`config.mk`:
```
export PLATFORM = sky130hd
export DESIGN_NAME = scs_top
export DESIGN_NICKNAME = d
export VERILOG_FILES = /design/src/logic/scs_pkg.sv /design/src/logic/scs_sync2.sv /design/src/logic/scs_fifo.sv /design/src/logic/scs_top.sv
export SDC_FILE = /design/constraint.sdc
export NUM_CORES = 1
export LEC_CHECK = 0
export CORE_MARGIN = 5
export CORE_UTILIZATION = 50
export CTS_BUF_LIST = sky130_fd_sc_hd__clkbuf_4 sky130_fd_sc_hd__clkbuf_8
export DETAILED_ROUTE_END_ITERATION = 16
export DONT_BUFFER_PORTS = 1
export HOLD_SLACK_MARGIN = 0.15
export RECOVER_POWER = 100
export SYNTH_ARGS = -nofsm -noshare
export SYNTH_HDL_FRONTEND = slang
export SYNTH_SLANG_ARGS = --single-unit
```
`constraint.sdc`:
```
create_clock -name I_CLK -period 14.8 [get_ports I_CLK]
set_input_delay 0.74 -clock I_CLK [delete_from_list [all_inputs] [get_ports I_CLK]]
set_output_delay 0.74 -clock I_CLK [all_outputs]
set_load 0.005 [all_outputs]
```
`src/logic/scs_pkg.sv`:
```
package scs_pkg;
  // ---------------------------------------------------------------
  // Register map and fields
  // ---------------------------------------------------------------
  localparam int          ADDR_W        = 4;
  localparam logic [3:0]  ADDR_DATA     = 4'h0;
  localparam logic [3:0]  ADDR_CTL      = 4'h4;
  localparam logic [3:0]  ADDR_STAT     = 4'h8;
  localparam logic [3:0]  ADDR_MASK     = 4'hc;

  localparam int          CTL_EN_BIT    = 0;
  localparam int          CTL_DIV_LSB   = 4;
  localparam int          CTL_DIV_W     = 12;
  localparam int          CTL_RETRY_BIT = 19;
  localparam logic [31:0] CTL_RST       = 32'h0000_1740;
  localparam logic [31:0] CTL_WMASK     = 32'h0008_fff1;
  localparam logic [11:0] DIV_MIN       = 12'h002;

  localparam int          ST_RX_OVERRUN_FLAG       = 0;
  localparam int          ST_RX_BUFFER_EMPTY    = 1;
  localparam int          ST_RX_BUFFER_FULL     = 2;
  localparam int          ST_PAR        = 4;
  localparam int          ST_FRM        = 5;
  localparam int          ST_BRK        = 6;
  localparam int          ST_TX_OVERRUN_FLAG       = 8;
  localparam int          ST_TXEMPTY    = 9;
  localparam int          ST_TX_BUFFER_FULL     = 10;
  localparam logic [31:0] W1C_MASK      = 32'h0000_0171;
  localparam logic [31:0] STAT_RST      = 32'h0000_0000;
  localparam logic [31:0] MASK_RST      = 32'h0000_0000;

  // ---------------------------------------------------------------
  // Character framing and buffers
  // ---------------------------------------------------------------
  localparam int          DATA_W        = 8;
  localparam int          BUF_DEPTH     = 4;
  localparam int          BUF_AW        = 2;
  localparam int          BUF_CW        = 3;
  localparam int          CHAR_BITS     = 11;
  localparam logic [3:0]  RX_LAST_BIT   = 4'h8;
  localparam logic [3:0]  TX_LAST_BIT   = 4'h9;
endpackage

```
`src/logic/scs_sync2.sv`:
```
`timescale 1ns/1ns
module scs_sync2 #(
  parameter logic RST_VAL = 1'b1
) (
  input  wire logic i_clk,
  input  wire logic i_srst,
  input  wire logic i_d,
  output logic      o_q
);
  logic meta_q;

  always_ff @(posedge i_clk) begin
    if (i_srst) begin
      meta_q <= RST_VAL;
      o_q    <= RST_VAL;
    end else begin
      meta_q <= i_d;
      o_q    <= meta_q;
    end
  end
endmodule

```
`src/logic/scs_fifo.sv`:
```
`timescale 1ns/1ns
module scs_fifo #(
  parameter int W     = 8,
  parameter int DEPTH = 4,
  parameter int AW    = 2,
  parameter int CW    = 3
) (
  input  wire logic          i_clk,
  input  wire logic          i_srst,
  input  wire logic          i_push,
  input  wire logic [W-1:0]  i_data,
  input  wire logic          i_pop,
  output logic      [W-1:0]  o_data,
  output logic      [CW-1:0] o_count,
  output logic               o_full,
  output logic               o_empty
);
  import scs_pkg::*;

  logic [W-1:0]  mem_q [DEPTH];
  logic [AW-1:0] wr_q;
  logic [AW-1:0] rd_q;
  logic [CW-1:0] cnt_q;
  logic          push_ok;
  logic          pop_ok;

  // Push into a full buffer and pop from an empty one are dropped
  assign push_ok = i_push && !o_full;
  assign pop_ok  = i_pop && !o_empty;
  assign o_full  = (cnt_q == CW'(DEPTH));
  assign o_empty = (cnt_q == '0);
  assign o_count = cnt_q;
  assign o_data  = mem_q[rd_q];

  always_ff @(posedge i_clk) begin
    if (push_ok) begin
      mem_q[wr_q] <= i_data;
    end
  end

  always_ff @(posedge i_clk) begin
    if (i_srst) begin
      wr_q  <= '0;
      rd_q  <= '0;
      cnt_q <= '0;
    end else begin
      if (push_ok) begin
        wr_q <= wr_q + 1'b1;
      end
      if (pop_ok) begin
        rd_q <= rd_q + 1'b1;
      end
      if (push_ok && !pop_ok) begin
        cnt_q <= cnt_q + 1'b1;
      end else if (pop_ok && !push_ok) begin
        cnt_q <= cnt_q - 1'b1;
      end
    end
  end
endmodule

```
`src/logic/scs_top.sv`:
```
// Notes on behaviour
// - Writing data while the transmit buffer is full sets the transmit overrun flag.
// - Transmit full reads one exactly at four buffered bytes, else zero.
// - Overrun, break, stop, parity and receive overrun flags clear only by writing one.
// - Line low longer than one whole character time sets the break flag.
// - A stop bit sampled low sets the stop bit error flag.
// - A received parity bit that mismatches even parity sets the parity flag.
// - With receive retry enabled, break, stop and parity flags are never set.
// - Receive full reads one exactly at four buffered bytes, else zero.
// - Receive empty reads one once the last buffered byte was read out.
// - A byte arriving while the receive buffer is full sets receive overrun.
//
// Our own choices: the register offsets and the plain strobed port.
`timescale 1ns/1ns
module scs_top (
  input  wire logic                       I_CLK,
  input  wire logic                       I_SRST,
  input  wire logic [scs_pkg::ADDR_W-1:0] I_ADDR,
  input  wire logic [31:0]                I_WDATA,
  input  wire logic                       I_WR,
  input  wire logic                       I_RD,
  output logic      [31:0]                O_RDATA,
  input  wire logic                       I_IO_IN,
  output logic                            O_IO_OUT,
  output logic                            O_IO_OE,
  output logic                            O_IRQ
);
  import scs_pkg::*;

  typedef enum logic [0:0] {TX_IDLE, TX_SHIFT} scs_tx_e;
  typedef enum logic [2:0] {RX_IDLE, RX_START, RX_BITS, RX_STOP, RX_WAIT} scs_rx_e;

  // ---------------------------------------------------------------
  // Register decode
  // ---------------------------------------------------------------
  logic              wr_data;
  logic              wr_ctl;
  logic              wr_stat;
  logic              wr_mask;
  logic              rd_data;
  logic [31:0]       ctl_q;
  logic [31:0]       mask_q;
  logic [31:0]       st_q;
  logic [31:0]       st_d;
  logic [31:0]       stat_w;
  logic [31:0]       ev_vec;
  logic              enable;
  logic              rx_retry_enable;
  logic [11:0]       div_raw;
  logic [11:0]       div_eff;
  logic [11:0]       half_bit;

  assign wr_data = I_WR && (I_ADDR == ADDR_DATA);
  assign wr_ctl  = I_WR && (I_ADDR == ADDR_CTL);
  assign wr_stat = I_WR && (I_ADDR == ADDR_STAT);
  assign wr_mask = I_WR && (I_ADDR == ADDR_MASK);
  assign rd_data = I_RD && (I_ADDR == ADDR_DATA);

  assign enable          = ctl_q[CTL_EN_BIT];
  assign rx_retry_enable = ctl_q[CTL_RETRY_BIT];
  assign div_raw         = ctl_q[CTL_DIV_LSB +: CTL_DIV_W];
  // A divisor below two would make the half-bit wait vanish
  assign div_eff         = (div_raw < DIV_MIN) ? DIV_MIN : div_raw;
  assign half_bit        = div_eff >> 1;

  always_ff @(posedge I_CLK) begin
    if (I_SRST) begin
      ctl_q <= CTL_RST;
    end else if (wr_ctl) begin
      ctl_q <= I_WDATA & CTL_WMASK;
    end
  end

  always_ff @(posedge I_CLK) begin
    if (I_SRST) begin
      mask_q <= MASK_RST;
    end else if (wr_mask) begin
      mask_q <= I_WDATA & W1C_MASK;
    end
  end

  // ---------------------------------------------------------------
  // Buffers
  // ---------------------------------------------------------------
  logic [DATA_W-1:0] tx_head;
  logic [BUF_CW-1:0] tx_count;
  logic              tx_full;
  logic              tx_empty;
  logic              tx_pop;
  logic [DATA_W-1:0] rx_head;
  logic [BUF_CW-1:0] rx_count;
  logic              rx_full;
  logic              rx_empty;
  logic              rx_push;
  logic [8:0]        rx_sh_q;

  scs_fifo #(.W(DATA_W), .DEPTH(BUF_DEPTH), .AW(BUF_AW), .CW(BUF_CW)) u_tx_buf (
    .i_clk   (I_CLK),
    .i_srst  (I_SRST),
    .i_push  (wr_data),
    .i_data  (I_WDATA[DATA_W-1:0]),
    .i_pop   (tx_pop),
    .o_data  (tx_head),
    .o_count (tx_count),
    .o_full  (tx_full),
    .o_empty (tx_empty)
  );

  scs_fifo #(.W(DATA_W), .DEPTH(BUF_DEPTH), .AW(BUF_AW), .CW(BUF_CW)) u_rx_buf (
    .i_clk   (I_CLK),
    .i_srst  (I_SRST),
    .i_push  (rx_push),
    .i_data  (rx_sh_q[DATA_W-1:0]),
    .i_pop   (rd_data),
    .o_data  (rx_head),
    .o_count (rx_count),
    .o_full  (rx_full),
    .o_empty (rx_empty)
  );

  // ---------------------------------------------------------------
  // Transmitter
  // ---------------------------------------------------------------
  scs_tx_e           tx_state_q;
  logic [11:0]       tx_cnt_q;
  logic [3:0]        tx_bit_q;
  logic [9:0]        tx_sh_q;
  logic              tx_tick;

  assign tx_tick = (tx_cnt_q == div_eff - 12'h001);
  assign tx_pop  = (tx_state_q == TX_IDLE) && enable && !tx_empty;

  // Frame is start, eight data, even parity, stop; start goes out on load
  always_ff @(posedge I_CLK) begin
    if (I_SRST) begin
      tx_state_q <= TX_IDLE;
      tx_cnt_q   <= 12'h000;
      tx_bit_q   <= 4'h0;
      tx_sh_q    <= 10'h3ff;
      O_IO_OUT   <= 1'b1;
      O_IO_OE    <= 1'b0;
    end else begin
      case (tx_state_q)
        TX_IDLE: begin
          if (tx_pop) begin
            tx_state_q <= TX_SHIFT;
            tx_sh_q    <= {1'b1, ^tx_head, tx_head};
            tx_cnt_q   <= 12'h000;
            tx_bit_q   <= 4'h0;
            O_IO_OUT   <= 1'b0;
            O_IO_OE    <= 1'b1;
          end
        end
        TX_SHIFT: begin
          if (!tx_tick) begin
            tx_cnt_q <= tx_cnt_q + 12'h001;
          end else if (tx_bit_q == 4'(CHAR_BITS - 1)) begin
            tx_state_q <= TX_IDLE;
            O_IO_OUT   <= 1'b1;
            O_IO_OE    <= 1'b0;
          end else begin
            tx_cnt_q <= 12'h000;
            tx_bit_q <= tx_bit_q + 4'h1;
            O_IO_OUT <= tx_sh_q[0];
            tx_sh_q  <= {1'b1, tx_sh_q[9:1]};
          end
        end
        default: begin
          tx_state_q <= TX_IDLE;
        end
      endcase
    end
  end

  // ---------------------------------------------------------------
  // Receiver
  // ---------------------------------------------------------------
  logic              io_s;
  scs_rx_e           rx_state_q;
  logic [11:0]       rx_cnt_q;
  logic [3:0]        rx_bit_q;
  logic              rx_tick;
  logic              ev_char;
  logic              ev_frm;
  logic              ev_par;
  logic              ev_brk;
  logic [15:0]       low_cnt_q;
  logic [15:0]       char_clks;
  logic              line_busy;

  scs_sync2 #(.RST_VAL(1'b1)) u_io_sync (
    .i_clk  (I_CLK),
    .i_srst (I_SRST),
    .i_d    (I_IO_IN),
    .o_q    (io_s)
  );

  // Own transmission echoes on the shared line and must not be received
  assign line_busy = O_IO_OE;
  assign rx_tick   = (rx_cnt_q == div_eff - 12'h001);
  assign ev_char   = (rx_state_q == RX_STOP) && rx_tick;
  assign ev_frm    = ev_char && !io_s;
  assign ev_par    = ev_char && (^rx_sh_q);
  assign rx_push   = ev_char && !rx_full;
  assign char_clks = 16'(CHAR_BITS) * {4'h0, div_eff};
  // Count reaching the character time with the line still low means longer
  assign ev_brk    = (low_cnt_q == char_clks) && !io_s && enable && !line_busy;

  always_ff @(posedge I_CLK) begin
    if (I_SRST) begin
      rx_state_q <= RX_IDLE;
      rx_cnt_q   <= 12'h000;
      rx_bit_q   <= 4'h0;
      rx_sh_q    <= 9'h000;
    end else begin
      case (rx_state_q)
        RX_IDLE: begin
          rx_cnt_q <= 12'h000;
          if (enable && !line_busy && !io_s) begin
            rx_state_q <= RX_START;
          end
        end
        RX_START: begin
          if (rx_cnt_q != half_bit - 12'h001) begin
            rx_cnt_q <= rx_cnt_q + 12'h001;
          end else begin
            rx_cnt_q   <= 12'h000;
            rx_bit_q   <= 4'h0;
            rx_state_q <= io_s ? RX_IDLE : RX_BITS;
          end
        end
        RX_BITS: begin
          if (!rx_tick) begin
            rx_cnt_q <= rx_cnt_q + 12'h001;
          end else begin
            rx_cnt_q <= 12'h000;
            rx_sh_q  <= {io_s, rx_sh_q[8:1]};
            rx_bit_q <= rx_bit_q + 4'h1;
            if (rx_bit_q == RX_LAST_BIT) begin
              rx_state_q <= RX_STOP;
            end
          end
        end
        RX_STOP: begin
          if (!rx_tick) begin
            rx_cnt_q <= rx_cnt_q + 12'h001;
          end else begin
            rx_cnt_q   <= 12'h000;
            rx_state_q <= io_s ? RX_IDLE : RX_WAIT;
          end
        end
        RX_WAIT: begin
          // A low stop bit may be a break; no new start until the line idles
          if (io_s) begin
            rx_state_q <= RX_IDLE;
          end
        end
        default: begin
          rx_state_q <= RX_IDLE;
        end
      endcase
    end
  end

  // Saturates one above the character time so a break reports once
  always_ff @(posedge I_CLK) begin
    if (I_SRST) begin
      low_cnt_q <= 16'h0000;
    end else if (io_s || !enable || line_busy) begin
      low_cnt_q <= 16'h0000;
    end else if (low_cnt_q <= char_clks) begin
      low_cnt_q <= low_cnt_q + 16'h0001;
    end
  end

  // ---------------------------------------------------------------
  // Status, interrupt and read data
  // ---------------------------------------------------------------
  always_comb begin
    ev_vec           = 32'h0000_0000;
    ev_vec[ST_TX_OVERRUN_FLAG]  = wr_data && tx_full;
    ev_vec[ST_RX_OVERRUN_FLAG]  = ev_char && rx_full;
    ev_vec[ST_BRK]   = ev_brk && !rx_retry_enable;
    ev_vec[ST_FRM]   = ev_frm && !rx_retry_enable;
    ev_vec[ST_PAR]   = ev_par && !rx_retry_enable;
  end

  // A set in the same cycle as a write-one clear wins
  always_comb begin
    st_d = st_q & ~((wr_stat ? I_WDATA : 32'h0000_0000) & W1C_MASK);
    st_d = (st_d | ev_vec) & W1C_MASK;
  end

  always_ff @(posedge I_CLK) begin
    if (I_SRST) begin
      st_q <= STAT_RST;
    end else begin
      st_q <= st_d;
    end
  end

  always_comb begin
    stat_w             = st_q;
    stat_w[ST_TX_BUFFER_FULL]  = tx_full;
    stat_w[ST_TXEMPTY] = tx_empty;
    stat_w[ST_RX_BUFFER_FULL]  = rx_full;
    stat_w[ST_RX_BUFFER_EMPTY] = rx_empty;
  end

  always_ff @(posedge I_CLK) begin
    if (I_SRST) begin
      O_IRQ <= 1'b0;
    end else begin
      O_IRQ <= |(st_q & mask_q);
    end
  end

  // Unmapped addresses read zero; a data read pops the receive buffer
  always_ff @(posedge I_CLK) begin
    if (I_SRST) begin
      O_RDATA <= 32'h0000_0000;
    end else if (I_RD) begin
      case (I_ADDR)
        ADDR_DATA: O_RDATA <= {24'h00_0000, rx_head};
        ADDR_CTL:  O_RDATA <= ctl_q;
        ADDR_STAT: O_RDATA <= stat_w;
        ADDR_MASK: O_RDATA <= mask_q;
        default:   O_RDATA <= 32'h0000_0000;
      endcase
    end else begin
      O_RDATA <= 32'h0000_0000;
    end
  end
endmodule

```
==> summary.txt <==
Outcome
  – Status: finished, violations left
  – Failing checks: capacitance limit, slew limit

Logic synthesis
  – Post-Synthesis Cells: 1205
  – Number of library cell types mapped by synthesis: 90
  – Largest cells by area after synthesis: dfxtp_1 23%, edfxtp_1 17%, ha_1 6.8%, xnor2_1 3.7%, mux2i_1 3.6%
  – Synth Area per Inst: between 9 and 10 um^2
  – Yosys reg bits: 198
  – Post-synth EDFFs: 64
  – Share of the synthesized area in the top cell type: 23.2%
  – Leading cell types by count after synthesis: 134 x dfxtp_1, 99 x nand2_1, 86 x nor2_1, 76 x inv_1, 64 x edfxtp_1
  – Cell taking the most area after synthesis: dfxtp_1
  – Mapped cell area: 11600 um^2
  – Most frequent cell after synthesis: dfxtp_1
  – Ys async rst share: 0%
  – Synth warnings: 0
  – Ys flop type: dfxtp_1
  – Register area share after synthesis: 39.9%

GRT
  – First-pass GRT wire length: 44400 um
  – Initial antenna violation count: 0
  – GR Util All Layers: between 20% and 30%
  – Vias in the first global route: 8221
  – Overflow after GRT: 0
  – Largest net degree at the start of global routing: 94

Setup path
  – Startpoint class of the critical path: flop
  – WP data required: 15.19 ns
  – Critical Path, Cell by Cell: or4_1, o41ai_1, inv_1, ha_1, ha_1, ha_1, a21o_1, a21oi_1, o21ai_0, a211oi_1, o31ai_1, or4_1, o311ai_0, xor2_1, ha_1, nand4_1, or2_2, nor3_1, o21bai_1, a31oi_1, a31o_2
  – Most common cell type on the critical path: ha_1
  – Crit end category: flop
  – Arrival time worst endpoint: 8.55 ns
  – Max FO, Critical Path: 13
  – Worst path bufs/invs: 1
  – Worst path top cell family by delay: compound AO/OA/AOI/OAI gates
  – Slowest cell on crit path: o41ai_1
  – Crit Path Category: reg -> reg
  – Crit path largest cell delay: approximately 1.5 ns

Timing
  – Tmin final: 8.16 ns
  – Final hold slack: 0.319 ns
  – Unrepaired setup endpoints after global routing: false
  – Worst clock skew: approximately 0.022 ns
  – Slew margin rel.: -31.0%
  – Max Fclk: ~120 MHz
  – Final hold vios: 0
  – Setup TNS Final: 0 ns
  – Worst slew pin tran: 1.95 ns
  – Slew Limit Fails: 20
  – Final Cycle Share: 55.2%
  – Final setup viols: 0

Finish
  – # diodes: 0
  – Final Core Density: between 50 and 60%
  – Final nets: 1280
  – Layout cells sized above 1: 7.89%
  – Number of fill cells: 2099
  – P&R area growth vs syn: 3.83%
  – Post-Layout Inst Area: between 10000 and 15000 um^2

Route
  – 1st-pass router iterations: 6
  – Drt wl/cell: between 15 and 20 um
  – DRC violations left: 0
  – Final ANT Viol Nets: 0
  – Routed wire length: 27700 um
  – DR vias/cell: 5.81
  – 1st-iter DRT viols: 514
  – DR vias: 8498

Floorplan
  – Row cnt: 55
  – Die area: between 20000 and 30000 um^2
  – Initial core utilization: 50.9%
  – Core Region: 22700 um^2
  – Die height: 162 um
  – Die width: ~160 um
  – IO Count: 76

Clock tree
  – Clk Latency, worst-skew pair: 0.49 ns
  – Post-CTS Setup Inserts: 0
  – CTS tree: done
  – Post-cts sizing count: 0
  – CTS max path bufs: 2
  – # hold bufs at CTS: 0
  – Clock sink count: around 200
  – Clock H-tree levels: 4
  – Clk slew on worst S/H paths: 0.12 ns
  – Root buffer cell: clkbuf_8
  – CTS buffer count: 17

Power
  – Peak VDD IR: 0.0000781 V
  – Sw frac: around 28%
  – Clock power share: 37.4%
  – Pleak: 4.60 nW
  – Int Power: around 720 uW
  – Comb power frac: between 6 and 7%
  – Pwr Total: ~1.0 mW
  – Pwr dens: 83.9 nW/um^2
  – Switching power: 283 uW
  – Sequential power share: between 50% and 60%

Placement
  – DP Wirelength: 20000 um
  – Routability cong.: slightly above 0.9
  – Area post-placement: between 10000 and 15000 um^2
  – PortBufs: 0

Run
  – Max cap viols: 2

Min path
  – Worst hold path class: in -> reg
[sequential cells by signal (all words and copies together) (netlist names), 9 cells and up, named ones only]
register and count:
O_RDATA 17, tx_cnt_q 12, low_cnt_q 16, u_rx_buf.mem_q 32, rx_cnt_q 12, ctl_q 14
rx_sh_q 9, tx_sh_q 9, u_tx_buf.mem_q 32
[power groups by stage]
stage	Sequential (mW)	Clock, mW	Combinational [mW]
final	0.569	0.376	0.0617
after global routing	0.570	0.410	0.0697
after CTS	0.569	0.388	0.0618
after detailed placement	0.581	0	0.0614
after global placement	0.581	0	0.0607
after floorplan	0.577	0	0.0572
[per-layer routing]
layer	track usage (%)	up-vias	share of wire, %
li1	-	4197	-
met1	28.7	4060	46
met2	35.4	199	48
met3	3.22	42	3.8
met4	6.81	0	2.5
met5	0	-	0
[per-stage QoR]
stage / setup slack [ns] / std cells
2_1_floorplan: 9.13 / 1219
3_3_place_gp: 7.80 / 1431
3_5_place_dp: 7.75 / 1431
4_1_cts: 7.72 / 1463
5_1_grt: 6.23 / 1463
6_report: 6.64 / 1463
[kinds of logic (layout without fill, tap and decap cells)]
group	count (synthesis)	in the layout	synth area share [%]
fa+ha+maj	74	74	8.73
simple gates	418	418	19.4
buf+inv	159	118	5.87
other cells	1	15	0.0325
flops	198	198	39.9
compound gates	219	219	13.1
mux	63	63	7.29
xor+xnor	73	73	5.77
[final timing paths]
kind,start,end,slack (ns),cells past startpoint
worst max-delay path,ctl_q[12],low_cnt_q[15],6.64,21
worst min-delay path,I_ADDR[3],O_RDATA[7],0.32,1
worst max register to register,ctl_q[12],low_cnt_q[15],6.64,21
worst min register to register,u_io_sync.meta_q,u_io_sync.o_q,0.47,1
[cell usage in the layout (no fill, tap or decap), types with 19 or more instances in the layout]
cell / instances
nor3_1: 26
mux2i_1: 41
a21oi_1: 55
and3_1: 35
o21ai_0: 40
nor2_1: 86
nand2_1: 99
ha_1: 63
xnor2_1: 49
nand3_1: 25
inv_1: 76
xor2_1: 22
dfxtp_1: 134
edfxtp_1: 64
a22oi_1: 19
[cell type report]
type | instances | area (um^2) | area share [%]
clock inverters | 15 | 195 | 1.63
multi-input cells | 862 | 6260 | 52.2
well taps | 285 | 357 | 2.97
clock buffers | 17 | 234 | 1.95
inverters | 77 | 289 | 2.41
repair buffers | 9 | 60.1 | 0.501
flip-flops and latches | 198 | 4600 | 38.4
Power figures use the tool's default switching activity.
